File: src/core/cbr_pkg.sv
`default_nettype none
package cbr_pkg;
  // register port
  localparam int unsigned REG_ADDR_W = 8;
  localparam int unsigned REG_DATA_W = 8;
  localparam logic [7:0] REG_VERSION = 8'h00;
  localparam logic [7:0] REG_CONTROL = 8'h01;
  localparam logic [7:0] REG_CONFIG = 8'h02;
  localparam logic [7:0] REG_STATUS = 8'h03;
  // version value is arbitrary
  localparam logic [7:0] VERSION_VALUE = 8'h5a;
  localparam logic [7:0] CONTROL_RESET = 8'h00;
  localparam logic [7:0] CONFIG_RESET = 8'h00;
  // general control: phy address high bits at 4..6
  localparam int unsigned PHY_HIGH_LSB = 4;
  localparam int unsigned PHY_HIGH_W = 3;
  localparam logic [2:0] PHY_HIGH_FIXED = 3'h0;
  // config fields
  localparam int unsigned CFG_SECOND_BOARD = 0;
  localparam int unsigned CFG_BOOT_SWAP = 1;
  localparam int unsigned CFG_EMULATOR_BOOT = 2;
  // status fields
  localparam int unsigned ST_SWITCH_LSB = 0;
  localparam int unsigned ST_WIDTH_LSB = 3;
  localparam int unsigned ST_PARITY_ERR = 5;
  localparam int unsigned ST_RESERVED_WIDTH = 6;
  localparam int unsigned ST_CLEAR_MASK_LSB = 5;
  // local bus
  localparam int unsigned LB_ADDR_W = 32;
  localparam int unsigned LB_DATA_W = 32;
  localparam int unsigned LB_LANES = 4;
  localparam int unsigned LANE_W = 8;
  localparam int unsigned ALIGNED_W = 24;
  localparam int unsigned ALIGN_BASE = 8;
  localparam int unsigned SELECTS = 8;
  localparam logic [1:0] WIDTH_8 = 2'h0;
  localparam logic [1:0] WIDTH_16 = 2'h1;
  localparam logic [1:0] WIDTH_32 = 2'h2;
  localparam logic [1:0] WIDTH_RSVD = 2'h3;
  localparam int unsigned SHIFT_8 = 0;
  localparam int unsigned SHIFT_16 = 1;
  localparam int unsigned SHIFT_32 = 2;
  // select numbering
  localparam int unsigned CS_BOOT = 0;
  localparam int unsigned CS_ALT = 1;
  localparam int unsigned CS_SDRAM = 2;
  localparam int unsigned CS_NVRAM = 3;
  localparam int unsigned CS_HEADER = 4;
  // region of select 4, aligned address bits 23:22
  localparam logic [1:0] REGION_HEADER = 2'h0;
  localparam logic [1:0] REGION_FAST_ATM = 2'h1;
  localparam logic [1:0] REGION_SLOW_ATM = 2'h2;
  localparam logic [1:0] REGION_EXT_ATM = 2'h3;
  localparam int unsigned REGION_HI = 23;
  localparam int unsigned REGION_LO = 22;
  localparam logic ODD_PARITY = 1'b1;
  // communication ports, bit 0 is most significant
  localparam int unsigned PORT_W = 32;
  localparam int unsigned GROUPS = 3;
  // switched masks per port and group, index 0 leftmost
  localparam logic [0:31] PA_ONE = 32'hfc3f_ffff;
  localparam logic [0:31] PA_TWO = 32'h0000_0000;
  localparam logic [0:31] PA_THREE = 32'h0000_0000;
  localparam logic [0:31] PB_ONE = 32'h0000_0000;
  localparam logic [0:31] PB_TWO = 32'h0000_3ff7;
  localparam logic [0:31] PB_THREE = 32'h0ec0_c000;
  localparam logic [0:31] PC_ONE = 32'h0330_0c00;
  localparam logic [0:31] PC_TWO = 32'h3ccf_f000;
  localparam logic [0:31] PC_THREE = 32'h0000_0000;
  localparam logic [0:31] PD_ONE = 32'h0000_e000;
  localparam logic [0:31] PD_TWO = 32'h0670_0c02;
  localparam logic [0:31] PD_THREE = 32'h0000_0000;
endpackage
`default_nettype wire

File: src/core/cbr_glue.sv
// Function
// - switch 0 routes a port group to its PHY, 1 to the expansion header
// - only designated bits are steered; others pass straight to the header
// - fourth ethernet port from port three runs 10/100 only, never gigabit
// - PHY management address is three high bits joined to port index
// - second board configuration ignores high bits; addresses stay fixed
// - each parity bit covers one data byte lane, bit 0 with lane 0
// - 32-bit bus address becomes a 24-bit size-aligned address by width
// - selects 0..4 reach boot flash, second flash, sdram, nvram, header
// - generate read and write strobes and per-device active-low selects
// - only the primary address latch strobe is used
// - alignment picks address bits 8..31, 7..30 or 6..29 by width
// - PHY high bits come from control register bits 4 to 6
//
// The implementer's own choices: the strobed register port and the register offsets.
`default_nettype none
module cbr_glue (
  // clock and reset
  input wire logic clk,
  input wire logic resetn,
  // register port
  input wire logic [7:0] reg_addr,
  input wire logic [7:0] reg_wdata,
  input wire logic reg_write,
  input wire logic reg_read,
  output logic [7:0] reg_rdata,
  // local bus pins from the daughtercard
  input wire logic [0:31] local_bus_address,
  input wire logic [0:31] local_bus_data,
  input wire logic [0:3] local_bus_lane_parity,
  input wire logic [0:1] device_width_code,
  input wire logic [0:7] local_select_n,
  input wire logic local_output_enable_n,
  input wire logic [0:3] local_lane_write_n,
  input wire logic address_latch_strobe,
  // local bus outputs to the carrier
  output logic [23:0] aligned_local_address,
  output logic local_read_strobe_n,
  output logic local_write_strobe_n,
  output logic boot_bank_select_n,
  output logic alternate_bank_select_n,
  output logic boot_emulator_select_n,
  output logic nonvolatile_clock_select_n,
  output logic sdram_select_n,
  output logic header_select_n,
  output logic fast_atm_phy_select_n,
  output logic slow_atm_phy_select_n,
  output logic external_atm_phy_select_n,
  // communication ports and selector switches
  input wire logic [0:2] group_switch,
  input wire logic [0:31] cpu_port_a,
  input wire logic [0:31] cpu_port_b,
  input wire logic [0:31] cpu_port_c,
  input wire logic [0:31] cpu_port_d,
  output logic [0:31] phy_port_a,
  output logic [0:31] phy_port_b,
  output logic [0:31] phy_port_c,
  output logic [0:31] phy_port_d,
  output logic [0:31] header_port_a,
  output logic [0:31] header_port_b,
  output logic [0:31] header_port_c,
  output logic [0:31] header_port_d,
  output logic port_four_gigabit_enable,
  // phy management
  input wire logic [1:0] quad_port_index,
  output logic [4:0] phy_mgmt_address
);

  // pin synchronisers; the local bus, switch and cpu port pins are foreign to clk
  localparam int unsigned SYNC_W = 32 + 32 + 4 + 2 + 8 + 1 + 4 + 1 + 3 + 128;
  // idle pin levels, so no false select, strobe or parity error follows reset
  localparam logic [SYNC_W-1:0] SYNC_IDLE = {70'h0, 8'hff, 1'b1, 4'hf, 132'h0};
  logic [SYNC_W-1:0] pin_raw;
  logic [SYNC_W-1:0] sync_meta;
  logic [SYNC_W-1:0] sync_pins;
  logic [0:31] s_addr;
  logic [0:31] s_data;
  logic [0:3] s_par;
  logic [0:1] s_width;
  logic [0:7] s_sel_n;
  logic s_oe_n;
  logic [0:3] s_we_n;
  logic s_ale;
  logic [0:2] s_sw;
  logic [0:31] s_pa;
  logic [0:31] s_pb;
  logic [0:31] s_pc;
  logic [0:31] s_pd;

  assign pin_raw = {local_bus_address, local_bus_data, local_bus_lane_parity,
                    device_width_code, local_select_n, local_output_enable_n,
                    local_lane_write_n, address_latch_strobe, group_switch,
                    cpu_port_a, cpu_port_b, cpu_port_c, cpu_port_d};
  assign {s_addr, s_data, s_par, s_width, s_sel_n, s_oe_n, s_we_n, s_ale, s_sw,
          s_pa, s_pb, s_pc, s_pd} = sync_pins;

  always_ff @(posedge clk) begin
    if (!resetn) begin
      sync_meta <= SYNC_IDLE;
      sync_pins <= SYNC_IDLE;
    end else begin
      sync_meta <= pin_raw;
      sync_pins <= sync_meta;
    end
  end

  // odd parity check of one byte lane
  function automatic logic lane_ok(input logic [7:0] lane, input logic par);
    lane_ok = ((^lane) ^ par) == cbr_pkg::ODD_PARITY;
  endfunction

  // steering of one port: pass bits always to header, switched bits by group
  function automatic logic [0:31] to_header(input logic [0:31] bits,
      input logic [0:31] m1, input logic [0:31] m2, input logic [0:31] m3,
      input logic [0:2] sw);
    logic [0:31] sel;
    sel = (sw[0] ? m1 : 32'h0000_0000) | (sw[1] ? m2 : 32'h0000_0000)
        | (sw[2] ? m3 : 32'h0000_0000);
    to_header = bits & (~(m1 | m2 | m3) | sel);
  endfunction

  function automatic logic [0:31] to_phy(input logic [0:31] bits,
      input logic [0:31] m1, input logic [0:31] m2, input logic [0:31] m3,
      input logic [0:2] sw);
    to_phy = bits & ((sw[0] ? 32'h0000_0000 : m1) | (sw[1] ? 32'h0000_0000 : m2)
           | (sw[2] ? 32'h0000_0000 : m3));
  endfunction

  // ---------------- registers ----------------
  logic [7:0] control;
  logic [7:0] config_reg;
  logic parity_err;
  logic rsvd_width_seen;
  logic [7:0] next_control;
  logic [7:0] next_config;
  logic next_parity_err;
  logic next_rsvd_width_seen;
  logic [7:0] next_reg_rdata;
  logic parity_event;
  logic rsvd_event;

  always_comb begin
    next_control = control;
    next_config = config_reg;
    next_reg_rdata = 8'h00;
    next_parity_err = parity_err;
    next_rsvd_width_seen = rsvd_width_seen;
    if (reg_write) begin
      if (reg_addr == cbr_pkg::REG_CONTROL) begin
        next_control = reg_wdata;
      end else if (reg_addr == cbr_pkg::REG_CONFIG) begin
        next_config = reg_wdata;
      end else if (reg_addr == cbr_pkg::REG_STATUS) begin
        // write one to clear
        if (reg_wdata[cbr_pkg::ST_PARITY_ERR]) begin
          next_parity_err = 1'b0;
        end
        if (reg_wdata[cbr_pkg::ST_RESERVED_WIDTH]) begin
          next_rsvd_width_seen = 1'b0;
        end
      end
    end
    // a new event beats a clear in the same cycle
    if (parity_event) begin
      next_parity_err = 1'b1;
    end
    if (rsvd_event) begin
      next_rsvd_width_seen = 1'b1;
    end
    if (reg_read) begin
      if (reg_addr == cbr_pkg::REG_VERSION) begin
        next_reg_rdata = cbr_pkg::VERSION_VALUE;
      end else if (reg_addr == cbr_pkg::REG_CONTROL) begin
        next_reg_rdata = control;
      end else if (reg_addr == cbr_pkg::REG_CONFIG) begin
        next_reg_rdata = config_reg;
      end else if (reg_addr == cbr_pkg::REG_STATUS) begin
        next_reg_rdata = {1'b0, rsvd_width_seen, parity_err, s_width, s_sw};
      end
    end
  end

  always_ff @(posedge clk) begin
    if (!resetn) begin
      control <= cbr_pkg::CONTROL_RESET;
      config_reg <= cbr_pkg::CONFIG_RESET;
      parity_err <= 1'b0;
      rsvd_width_seen <= 1'b0;
      reg_rdata <= 8'h00;
    end else begin
      control <= next_control;
      config_reg <= next_config;
      parity_err <= next_parity_err;
      rsvd_width_seen <= next_rsvd_width_seen;
      reg_rdata <= next_reg_rdata;
    end
  end

  // ---------------- local bus ----------------
  logic ale_q;
  logic [0:31] latched_addr;
  logic [0:31] next_latched_addr;
  logic [23:0] next_aligned;
  logic [0:3] lane_good;
  logic write_any;
  logic any_select;
  logic [1:0] region;

  // address is taken on the primary strobe's rising edge only
  always_comb begin
    next_latched_addr = latched_addr;
    if (s_ale && !ale_q) begin
      next_latched_addr = s_addr;
    end
  end

  always_comb begin
    // reserved code keeps the 8-bit mapping
    next_aligned = latched_addr[cbr_pkg::ALIGN_BASE +: 24];
    case (s_width)
      cbr_pkg::WIDTH_16: next_aligned = latched_addr[cbr_pkg::ALIGN_BASE - 1 +: 24];
      cbr_pkg::WIDTH_32: next_aligned = latched_addr[cbr_pkg::ALIGN_BASE - 2 +: 24];
      default: next_aligned = latched_addr[cbr_pkg::ALIGN_BASE +: 24];
    endcase
  end

  for (genvar g = 0; g < 4; g++) begin : g_lane
    assign lane_good[g] = lane_ok(s_data[g*8 +: 8], s_par[g]);
  end

  assign write_any = ~&s_we_n;
  assign any_select = ~&s_sel_n[cbr_pkg::CS_BOOT:cbr_pkg::CS_HEADER];
  assign parity_event = write_any && any_select && !(&lane_good);
  // only code 11 can be seen here; the other party must not drive it
  assign rsvd_event = (s_width == cbr_pkg::WIDTH_RSVD) && any_select;
  assign region = next_aligned[cbr_pkg::REGION_HI:cbr_pkg::REGION_LO];

  logic next_rd_n;
  logic next_wr_n;
  logic next_boot_n;
  logic next_alt_n;
  logic next_emu_n;
  logic next_nv_n;
  logic next_sdram_n;
  logic next_hdr_n;
  logic next_fast_n;
  logic next_slow_n;
  logic next_ext_n;
  logic boot_sel;
  logic alt_sel;

  always_comb begin
    // swap lets the alternate bank boot without rewiring selects 0 and 1
    boot_sel = config_reg[cbr_pkg::CFG_BOOT_SWAP] ? !s_sel_n[cbr_pkg::CS_ALT]
                                                  : !s_sel_n[cbr_pkg::CS_BOOT];
    alt_sel = config_reg[cbr_pkg::CFG_BOOT_SWAP] ? !s_sel_n[cbr_pkg::CS_BOOT]
                                                 : !s_sel_n[cbr_pkg::CS_ALT];
    next_emu_n = !(boot_sel && config_reg[cbr_pkg::CFG_EMULATOR_BOOT]);
    next_boot_n = !(boot_sel && !config_reg[cbr_pkg::CFG_EMULATOR_BOOT]);
    next_alt_n = !alt_sel;
    next_sdram_n = s_sel_n[cbr_pkg::CS_SDRAM];
    next_nv_n = s_sel_n[cbr_pkg::CS_NVRAM];
    next_hdr_n = !(!s_sel_n[cbr_pkg::CS_HEADER] && region == cbr_pkg::REGION_HEADER);
    next_fast_n = !(!s_sel_n[cbr_pkg::CS_HEADER] && region == cbr_pkg::REGION_FAST_ATM);
    next_slow_n = !(!s_sel_n[cbr_pkg::CS_HEADER] && region == cbr_pkg::REGION_SLOW_ATM);
    next_ext_n = !(!s_sel_n[cbr_pkg::CS_HEADER] && region == cbr_pkg::REGION_EXT_ATM);
    // selects 5..7 stay reserved and reach nothing
    next_rd_n = !(!s_oe_n && any_select);
    next_wr_n = !(write_any && any_select);
  end

  always_ff @(posedge clk) begin
    if (!resetn) begin
      ale_q <= 1'b0;
      latched_addr <= '0;
      aligned_local_address <= '0;
      local_read_strobe_n <= 1'b1;
      local_write_strobe_n <= 1'b1;
      boot_bank_select_n <= 1'b1;
      alternate_bank_select_n <= 1'b1;
      boot_emulator_select_n <= 1'b1;
      nonvolatile_clock_select_n <= 1'b1;
      sdram_select_n <= 1'b1;
      header_select_n <= 1'b1;
      fast_atm_phy_select_n <= 1'b1;
      slow_atm_phy_select_n <= 1'b1;
      external_atm_phy_select_n <= 1'b1;
    end else begin
      ale_q <= s_ale;
      latched_addr <= next_latched_addr;
      aligned_local_address <= next_aligned;
      local_read_strobe_n <= next_rd_n;
      local_write_strobe_n <= next_wr_n;
      boot_bank_select_n <= next_boot_n;
      alternate_bank_select_n <= next_alt_n;
      boot_emulator_select_n <= next_emu_n;
      nonvolatile_clock_select_n <= next_nv_n;
      sdram_select_n <= next_sdram_n;
      header_select_n <= next_hdr_n;
      fast_atm_phy_select_n <= next_fast_n;
      slow_atm_phy_select_n <= next_slow_n;
      external_atm_phy_select_n <= next_ext_n;
    end
  end

  // ---------------- port steering and phy address ----------------
  logic [0:31] next_phy_a;
  logic [0:31] next_phy_b;
  logic [0:31] next_phy_c;
  logic [0:31] next_phy_d;
  logic [0:31] next_hdr_a;
  logic [0:31] next_hdr_b;
  logic [0:31] next_hdr_c;
  logic [0:31] next_hdr_d;
  logic [2:0] phy_high;
  logic [4:0] next_phy_mgmt;

  always_comb begin
    next_phy_a = to_phy(s_pa, cbr_pkg::PA_ONE, cbr_pkg::PA_TWO, cbr_pkg::PA_THREE, s_sw);
    next_phy_b = to_phy(s_pb, cbr_pkg::PB_ONE, cbr_pkg::PB_TWO, cbr_pkg::PB_THREE, s_sw);
    next_phy_c = to_phy(s_pc, cbr_pkg::PC_ONE, cbr_pkg::PC_TWO, cbr_pkg::PC_THREE, s_sw);
    next_phy_d = to_phy(s_pd, cbr_pkg::PD_ONE, cbr_pkg::PD_TWO, cbr_pkg::PD_THREE, s_sw);
    next_hdr_a = to_header(s_pa, cbr_pkg::PA_ONE, cbr_pkg::PA_TWO, cbr_pkg::PA_THREE, s_sw);
    next_hdr_b = to_header(s_pb, cbr_pkg::PB_ONE, cbr_pkg::PB_TWO, cbr_pkg::PB_THREE, s_sw);
    next_hdr_c = to_header(s_pc, cbr_pkg::PC_ONE, cbr_pkg::PC_TWO, cbr_pkg::PC_THREE, s_sw);
    next_hdr_d = to_header(s_pd, cbr_pkg::PD_ONE, cbr_pkg::PD_TWO, cbr_pkg::PD_THREE, s_sw);
    phy_high = config_reg[cbr_pkg::CFG_SECOND_BOARD] ? cbr_pkg::PHY_HIGH_FIXED
             : control[cbr_pkg::PHY_HIGH_LSB +: cbr_pkg::PHY_HIGH_W];
    next_phy_mgmt = {phy_high, quad_port_index};
  end

  always_ff @(posedge clk) begin
    if (!resetn) begin
      phy_port_a <= '0;
      phy_port_b <= '0;
      phy_port_c <= '0;
      phy_port_d <= '0;
      header_port_a <= '0;
      header_port_b <= '0;
      header_port_c <= '0;
      header_port_d <= '0;
      port_four_gigabit_enable <= 1'b0;
      phy_mgmt_address <= 5'h00;
    end else begin
      phy_port_a <= next_phy_a;
      phy_port_b <= next_phy_b;
      phy_port_c <= next_phy_c;
      phy_port_d <= next_phy_d;
      header_port_a <= next_hdr_a;
      header_port_b <= next_hdr_b;
      header_port_c <= next_hdr_c;
      header_port_d <= next_hdr_d;
      // the port-three pins carry only an mii-class link
      port_four_gigabit_enable <= 1'b0;
      phy_mgmt_address <= next_phy_mgmt;
    end
  end

endmodule
`default_nettype wire

File: config.mk
export PLATFORM = sky130hd
export DESIGN_NAME = cbr_glue
export DESIGN_NICKNAME = d
export VERILOG_FILES = /design/src/core/cbr_pkg.sv /design/src/core/cbr_glue.sv
export SDC_FILE = /design/constraint.sdc
export NUM_CORES = 1
export LEC_CHECK = 0
export BUFFER_PORTS_ARGS = -buffer_cell sky130_fd_sc_hd__buf_2
export CORE_ASPECT_RATIO = 1.25
export CORE_UTILIZATION = 44
export CTS_CLUSTER_SIZE = 8
export DETAILED_ROUTE_END_ITERATION = 12
export PLACE_DENSITY = 0.7
export SLEW_MARGIN = 10
export SYNTH_ARGS = -nofsm -noshare
export SYNTH_HDL_FRONTEND = slang
export SYNTH_SLANG_ARGS = --single-unit
File: constraint.sdc
create_clock -name clk -period 1.9 [get_ports clk]
set_clock_uncertainty 0.1 [all_clocks]
set_input_delay 0.19 -clock clk [delete_from_list [all_inputs] [get_ports clk]]
set_output_delay 0.19 -clock clk [all_outputs]
set_load 0.02 [all_outputs]
==> metrics.md, run 1 <==
| Metric | Value |
|---|---|
| Synth top area share | a little under 70% |
| Syn Area/Cell | approximately 12 sq um |
| CTS buffer count | 99 |
| Most frequent cells in the layout | dfxtp_1, and2_1, buf_2 |
| Aggregate negative setup slack | 0 ns |
| Layout Cells excl Fill | ~3,200 |
| Placed wire-length estimate | between 30 and 40 mm |
| Sink Count | 712 |
| DRT iter0 DRCs | 512 |
| Sequential fraction of the synthesis area | around two thirds |
| Max-cap violation count | 0 |
| DP Worst Slack | 0.249 ns |
| Final setup fails | 0 |
| Crit share post-route | 96.3% |
| Crit path cell chain | buf_2, nor3b_4, and2b_4, nand3_4, mux2i_1, dlygate4sd3_1, nor2b_1, dlygate4sd3_1 |
| Clk_lat worst skew | around 0.62 ns |
| Most common cell after layout, fill and taps aside | dfxtp_1 |
| All-Layer GR Usage | 21.1% |
| Startpoint Class | primary input |
| CP max-delay cell | dlygate4sd3_1 |
| Routed Antenna Nets | 0 |
| Placed cell count | between 2,000 and 3,000 |
| Rel. slew slack | 58.2% |
| Synth warn | 0 |
| Vias in the first global route | roughly 15,000 |
| Post-Syn Instances | 1,805 |
| Die Wd | 197 um |
| Fin worst setup slack | between 0.07 and 0.08 ns |
| #FFs+latches synth | 712 |
| Worst setup path category | primary input to flip-flop |
| Slew Viols, Final | 0 |
| GPL Wtd Cong | 0.843 |
| Post-route DRC | 0 |
| Worst VDD drop | between 0.7 and 0.8 mV |
| Critical Path AT | about 2.2 ns |
| RSZ-0062 raised after global routing | no |
| Minimum clock period | approximately 1.8 ns |
| DR pass1 iterations | 5 |
| PortBufs | 482 |
| Full die area | 48,500 sq um |
| P&R area growth vs syn | 37.4% |
| Final WL | a little over 50 mm |
| HP Class | primary input to flip-flop |
| Fillcell total | approximately 3,600 |
| Worst Tran Pin Value | about 0.63 ns |
| Most used cell, CP | dlygate4sd3_1 |
| Post-place instance area | approximately 24,000 sq um |
| Hold Crit Start | reg_addr[6] |
| Post-synthesis cell type count | 39 |
| CTS max path bufs | 3 |
| Root Driver | clkbuf_16 |
| First-pass GRT wire length | a little under 80 mm |
| Core area | around 47,000 sq um |
| H-tree depth | 3 |
| Die height | between 200 and 250 um |
| Critical Path Sink Type | flip-flop |
| CTS tree | built |
| Share of layout cells above drive strength 1 | about a quarter |
| Worst path max stage delay | between 0.5 and 0.6 ns |
| Worst hold stages | 5 |
| Final Hold Vio Count | 0 |
| Reg2reg start | config_reg[4]$_SDFFE_PN0P_ |
| Synth area leaders | dfxtp_1, and2_1, and3_1 |
| WL per Instance | around 16 um |
| Largest net degree at the start of global routing | 188 |
| FMAX | about 0.55 GHz |
| Cell taking the most area after synthesis | dfxtp_1 |
| Mapped Area | between 20,000 and 25,000 sq um |
| Fin area | just under 30,000 sq um |
| Worst R2R End | config_reg[4]$_SDFFE_PN0P_ |
| Initial core utilization | between 40% and 50% |
| Rows | between 80 and 90 |
| Worst Path Required | about 2.3 ns |
| Initial antenna violation count | 5 |
| Vias per cell | roughly 4.5 |
| WHS Endpoint | reg_rdata[6]$_SDFF_PN0_ |
| Flop2flop setup slack | approximately 0.090 ns |
| Reg2reg path depth | 4 |
| Pwr Density | between 1000 and 1500 nW/um^2 |
| Final #Nets | between 2,000 and 3,000 |
| CTS clk-pin slew, worst paths | roughly 0.050 ns |
| Num ports | roughly 540 |
| Via count | 14,326 |
| Lkg Pwr | 13.3 nW |
| Status | complete, no violations |
| Grt total ovfl | 0 |
| Max FO, Critical Path | 5 |
| Biggest regs | sync_meta x206, sync_pins x206 |
[where the power goes]
group          total (mW)  internal (mW)  switching (mW)
sequential           15.6           15.5           0.163
clock                15.1           9.28            5.81
combinational        1.78          0.913           0.870
[metrics by stage]
| step | utilization, % | hold slack (ns) | total power, mW |
|---|---|---|---|
| floorplan | - | 0.191 | 16.8 |
| global placement | 50.6 | 0.282 | 17.3 |
| detailed placement | 50.6 | 0.279 | 17.3 |
| CTS | 61.1 | 0.0110 | 32.8 |
| global route | 61.1 | 0.0577 | 33.7 |
| finish | 61.1 | 0.0494 | 32.5 |
[logic make-up after synthesis]
logic type	after synthesis	synth area share (%)
buffers and inverters	155	3.68
flip-flops	712	68.0
adder cells (fa/ha/maj)	3	0.179
XOR/XNOR	28	1.43
multiplexers	18	0.859
other	1	0.0179
AO/OA/AOI/OAI	96	3.07
AND/OR/NAND/NOR	792	22.8
[what timing repair did]
| item | CTS | global route |
|---|---|---|
| hold buffers | 235 | 0 |
| gates resized for setup | 0 | 2 |
| setup buffers | 0 | 1 |
| hold endpoints to repair | 250 | 0 |
| setup endpoints to repair | 0 | 3 |
[critical path, delay by kind of cell]
family | cells | cell delay (ns)
and+or+nand+nor | 4 | 0.61
buffers and inverters | 3 | 1.26
muxes | 1 | 0.16
[how the worst max path moves through the flow]
| stage | endpoint | start | cells past startpoint |
|---|---|---|---|
| after floorplan | aligned_local_address[23]$_SDFF_PN0_ | sync_pins[145]$_SDFF_PN0_ | 5 |
| after global placement | reg_rdata[2]$_SDFF_PP0_ | reg_addr[5] | 5 |
| after detailed placement | parity_err$_SDFFE_PN0P_ | sync_pins[164]$_SDFF_PN0_ | 5 |
| after CTS | config_reg[4]$_SDFFE_PN0P_ | reg_addr[3] | 8 |
| after global routing | config_reg[4]$_SDFFE_PN0P_ | reg_addr[5] | 8 |
| final | config_reg[4]$_SDFFE_PN0P_ | reg_addr[3] | 8 |
[final cells by class]
| cell class | count | area, sq um | area share (%) |
|---|---|---|---|
| diodes | 3 | 7.51 | 0.0261 |
| repair buffers | 738 | 4990 | 17.3 |
| clock buffers | 104 | 2540 | 8.81 |
| inverters | 3 | 11.3 | 0.0391 |
| flip-flops and latches | 712 | 14300 | 49.5 |
| clock inverters | 5 | 68.8 | 0.239 |
| well taps | 637 | 797 | 2.77 |
| multi-input cells | 987 | 6140 | 21.3 |
[cells in the mapped netlist]
cell type and count:
and2_1 550, nor3b_4 1, nor2_1 9, o21ai_0 27, or3_2 1, xor2_1 6
xnor3_1 4, nor2b_1 22, xnor2_1 18, buf_2 2, nand4_1 2, o21a_1 2
mux2i_1 18, inv_1 3, a22oi_1 28, and2_2 1, nand3b_1 1, nor4_1 1
clkbuf_1 100, or2_2 1, and2b_4 1, and3_1 79, a21oi_1 7, nand3_1 9
ha_1 3, nor3_1 3, buf_4 50, nand2b_1 23, a211oi_1 1, nor4_4 1
a41o_1 1, dfxtp_1 712, conb_1 1, a221oi_1 4, nor3_4 1, nand2_1 84
nand3_4 1, a21boi_0 26, nand4_4 1
[layer usage]
metal | part of all wire (%) | track usage [%] | vias to the layer above
li1 | - | - | 7009
met1 | 37 | 21.9 | 6677
met2 | 51 | 37.4 | 497
met3 | 6.6 | 5.86 | 135
met4 | 4.8 | 12.9 | 8
met5 | 0.093 | 0 | -
Power figures use the tool's default switching activity.
==> run 2, diff against run 1 <==
- ABC_AREA: unset -> 1
==> metrics.md, run 2 <==
| Metric | Value |
|---|---|
| Final setup fails | 0 |
| Routed Antenna Nets | 0 |
| Post-route DRC | 0 |
| Async S/R FF share, synth | 0% |
| Sequential fraction of the synthesis area | 66.3% |
| Lkg Pwr | about 16 nW |
| Minimum clock period | 1.79 ns |
| CTS buffer count | ~100 |
| Synth top area share | 66.3% |
| Placed wire-length estimate | about 33 mm |
| Worst VDD drop | around 1.0 mV |
| HP Class | primary input to flip-flop |
| Status | complete, no violations |
| PortBufs | roughly 480 |
| CP max-delay cell | dlygate4sd3_1 |
| CP top delay family | buffers and inverters |
| Flop2flop setup slack | 0.20 ns |
| WHS Endpoint | reg_rdata[2]$_SDFF_PP0_ |
| CTS max path bufs | 3 |
| GPL Wtd Cong | approximately 0.9 |
| Clk_lat worst skew | ~0.62 ns |
| Most frequent cells in the layout | dfxtp_1, inv_1, nand2_1 |
| Most frequent cell after synthesis | dfxtp_1 |
| Max FO, Critical Path | 7 |
| FMAX | between 0.5 and 0.6 GHz |
| Core area | 48,200 sq um |
| Hold Crit Start | reg_addr[2] |
| Worst Tran Pin Value | 0.626 ns |
| DR pass1 iterations | 7 |
| Multi-input gate area | roughly 4400 sq um |
| Root Driver | clkbuf_16 |
| Most used cell, CP | dlygate4sd3_1 |
| WP buf/inv | 3 |
| All-Layer GR Usage | between 20% and 30% |
| Final WL | 53.8 mm |
| Rel. slew slack | 58.3% |
| Most common cell after layout, fill and taps aside | dfxtp_1 |
| Worst hold stages | 7 |
| Die Wd | 200 um |
| Synth area leaders | dfxtp_1, inv_1, nand2_1 |
| Num ports | roughly 540 |
| Synth warn | 0 |
| H-tree depth | 3 |
| Crit path cell chain | buf_2, nor2_1, nand2_2, nor2_8, dlygate4sd3_1, nand2_1, a41oi_1, dlygate4sd3_1 |
| Post CTS Setup Buffer Count | 0 |
| Pwr Density | around 1100 nW/um^2 |
| CTS tree | built |
| First-pass GRT wire length | about 83 mm |
| Sink Count | 712 |
| Post-synthesis cell type count | 39 |
| Full die area | between 40,000 and 50,000 sq um |
| Prevailing post-synth register cell | dfxtp_1 |
| Worst R2R End | aligned_local_address[8]$_SDFF_PN0_ |
| Crit share post-route | between 90% and 100% |
| Initial core utilization | 44.6% |
| Grt total ovfl | 0 |
| Reg2reg start | sync_pins[145]$_SDFF_PN0_ |
| Vias in the first global route | about 17,000 |
| Share of layout cells above drive strength 1 | about a fifth |
| Critical Path AT | roughly 2.3 ns |
| Post-Syn Instances | around 2,400 |
| Max-cap violation count | 0 |
| Startpoint Class | primary input |
| Utilization of the core after routing | just over 60% |
| Die height | about 250 um |
| Via count | around 17,000 |
| Vias per cell | 4.32 |
| Cell taking the most area after synthesis | dfxtp_1 |
| Register area | around 14,000 sq um |
| Final #Nets | 3,401 |
| Final Hold Vio Count | 0 |
| Mapped Area | 21,500 sq um |
| Synth top cells by count | dfxtp_1, inv_1, nand2_1 |
| Biggest regs | sync_meta x206, sync_pins x206 |
| Rows | 90 |
| WL per Instance | roughly 14 um |
| #FFs+latches synth | about 710 |
| DRT iter0 DRCs | roughly 660 |
| Critical Path Sink Type | flip-flop |
| Initial antenna violation count | 9 |
| Worst path max stage delay | between 0.6 and 0.7 ns |
| Pwr Total | between 30 and 40 mW |
| CTS clk-pin slew, worst paths | 0.05 ns |
| Largest net degree at the start of global routing | slightly below 90 |
| P&R area growth vs syn | 36.6% |
| Number of synthesized flops with an enable pin | 0 |
| Worst setup path category | primary input to flip-flop |
| Syn Area/Cell | between 8 and 9 sq um |
| Worst Path Required | roughly 2.4 ns |
| RSZ-0062 raised after global routing | no |
| Reg2reg path depth | 5 |
| Aggregate negative setup slack | 0 ns |
| Slew Viols, Final | 0 |
| Fillcell total | around 3,700 |
run 2: metrics by stage:
| stage | std cells | worst slack (ns) | hold WS [ns] | area (sq um) |
|---|---|---|---|---|
| finish | 3819 | 0.108 | 0.0637 | 29400 |
| global route | 3817 | 0.0103 | 0.0536 | 29400 |
| CTS | 3811 | 0.127 | 0.0137 | 29300 |
| detailed placement | 3468 | 0.167 | 0.274 | 24400 |
| global placement | 3468 | 0.289 | 0.271 | 24400 |
| floorplan | 2460 | 0.358 | 0.188 | 21700 |
run 2: power by group:
part           switching [mW]  total [mW]  internal, mW
logic                    1.18        2.08         0.896
clock network            5.83        15.0          9.19
registers               0.184        15.7          15.5
total                    7.19        32.8          25.6
run 2: how the worst max path moves through the flow:
stage                                    startpoint                                   end  depth (start not counted)
after global routing                    reg_addr[5]               reg_rdata[6]$_SDFF_PN0_                          8
after CTS                                    resetn            config_reg[5]$_SDFFE_PN0P_                          7
after detailed placement  sync_pins[145]$_SDFF_PN0_   aligned_local_address[9]$_SDFF_PN0_                          5
after global placement    sync_pins[145]$_SDFF_PN0_   aligned_local_address[6]$_SDFF_PN0_                          5
final                                   reg_addr[5]               reg_rdata[6]$_SDFF_PN0_                          8
after floorplan           sync_pins[145]$_SDFF_PN0_  aligned_local_address[10]$_SDFF_PN0_                          6
run 2: cell type report:
cell class / instances / area share, %
Clock buffer: 102 / 8.55
Timing Repair Buffer: 740 / 17.3
Inverter: 599 / 7.67
Tap cell: 644 / 2.74
Antenna cell: 8 / 0.0682
Multi-Input combinational cell: 1009 / 14.9
Clock inverter: 5 / 0.264
Sequential cell: 712 / 48.5
run 2: kinds of logic after synthesis:
kind of cell | after synthesis | synth area share, %
adders and majority gates | 3 | 0.175
other | 1 | 0.0175
AOI/OAI and AO/OA | 136 | 3.72
buffers and inverters | 739 | 14.2
DFF | 712 | 66.3
muxes | 1 | 0.0466
and+or+nand+nor | 800 | 14.7
xor gates and xnor gates | 19 | 0.774
run 2: timing repair:
item	CTS	global route
hold buffers	236	1
endpoints found under the hold margin	249	1
gates resized for setup	0	3
endpoints found under the setup margin	0	4
run 2: metal layers:
layer  global-route usage, %  vias to the layer above  part of all wire, %
met5                       0                        -                0.024
met4                    13.5                        2                  5.1
met3                    5.46                      166                  6.9
met2                    38.7                      638                   51
met1                    21.3                     7480                   37
li1                        -                     8220                    -
run 2: worst min-delay path: cells and delay by family:
| kind | cells | cell delay, ns |
|---|---|---|
| and+or+nand+nor | 4 | 0.25 |
| buffers and inverters | 2 | 0.15 |
| AOI/OAI and AO/OA | 1 | 0.15 |
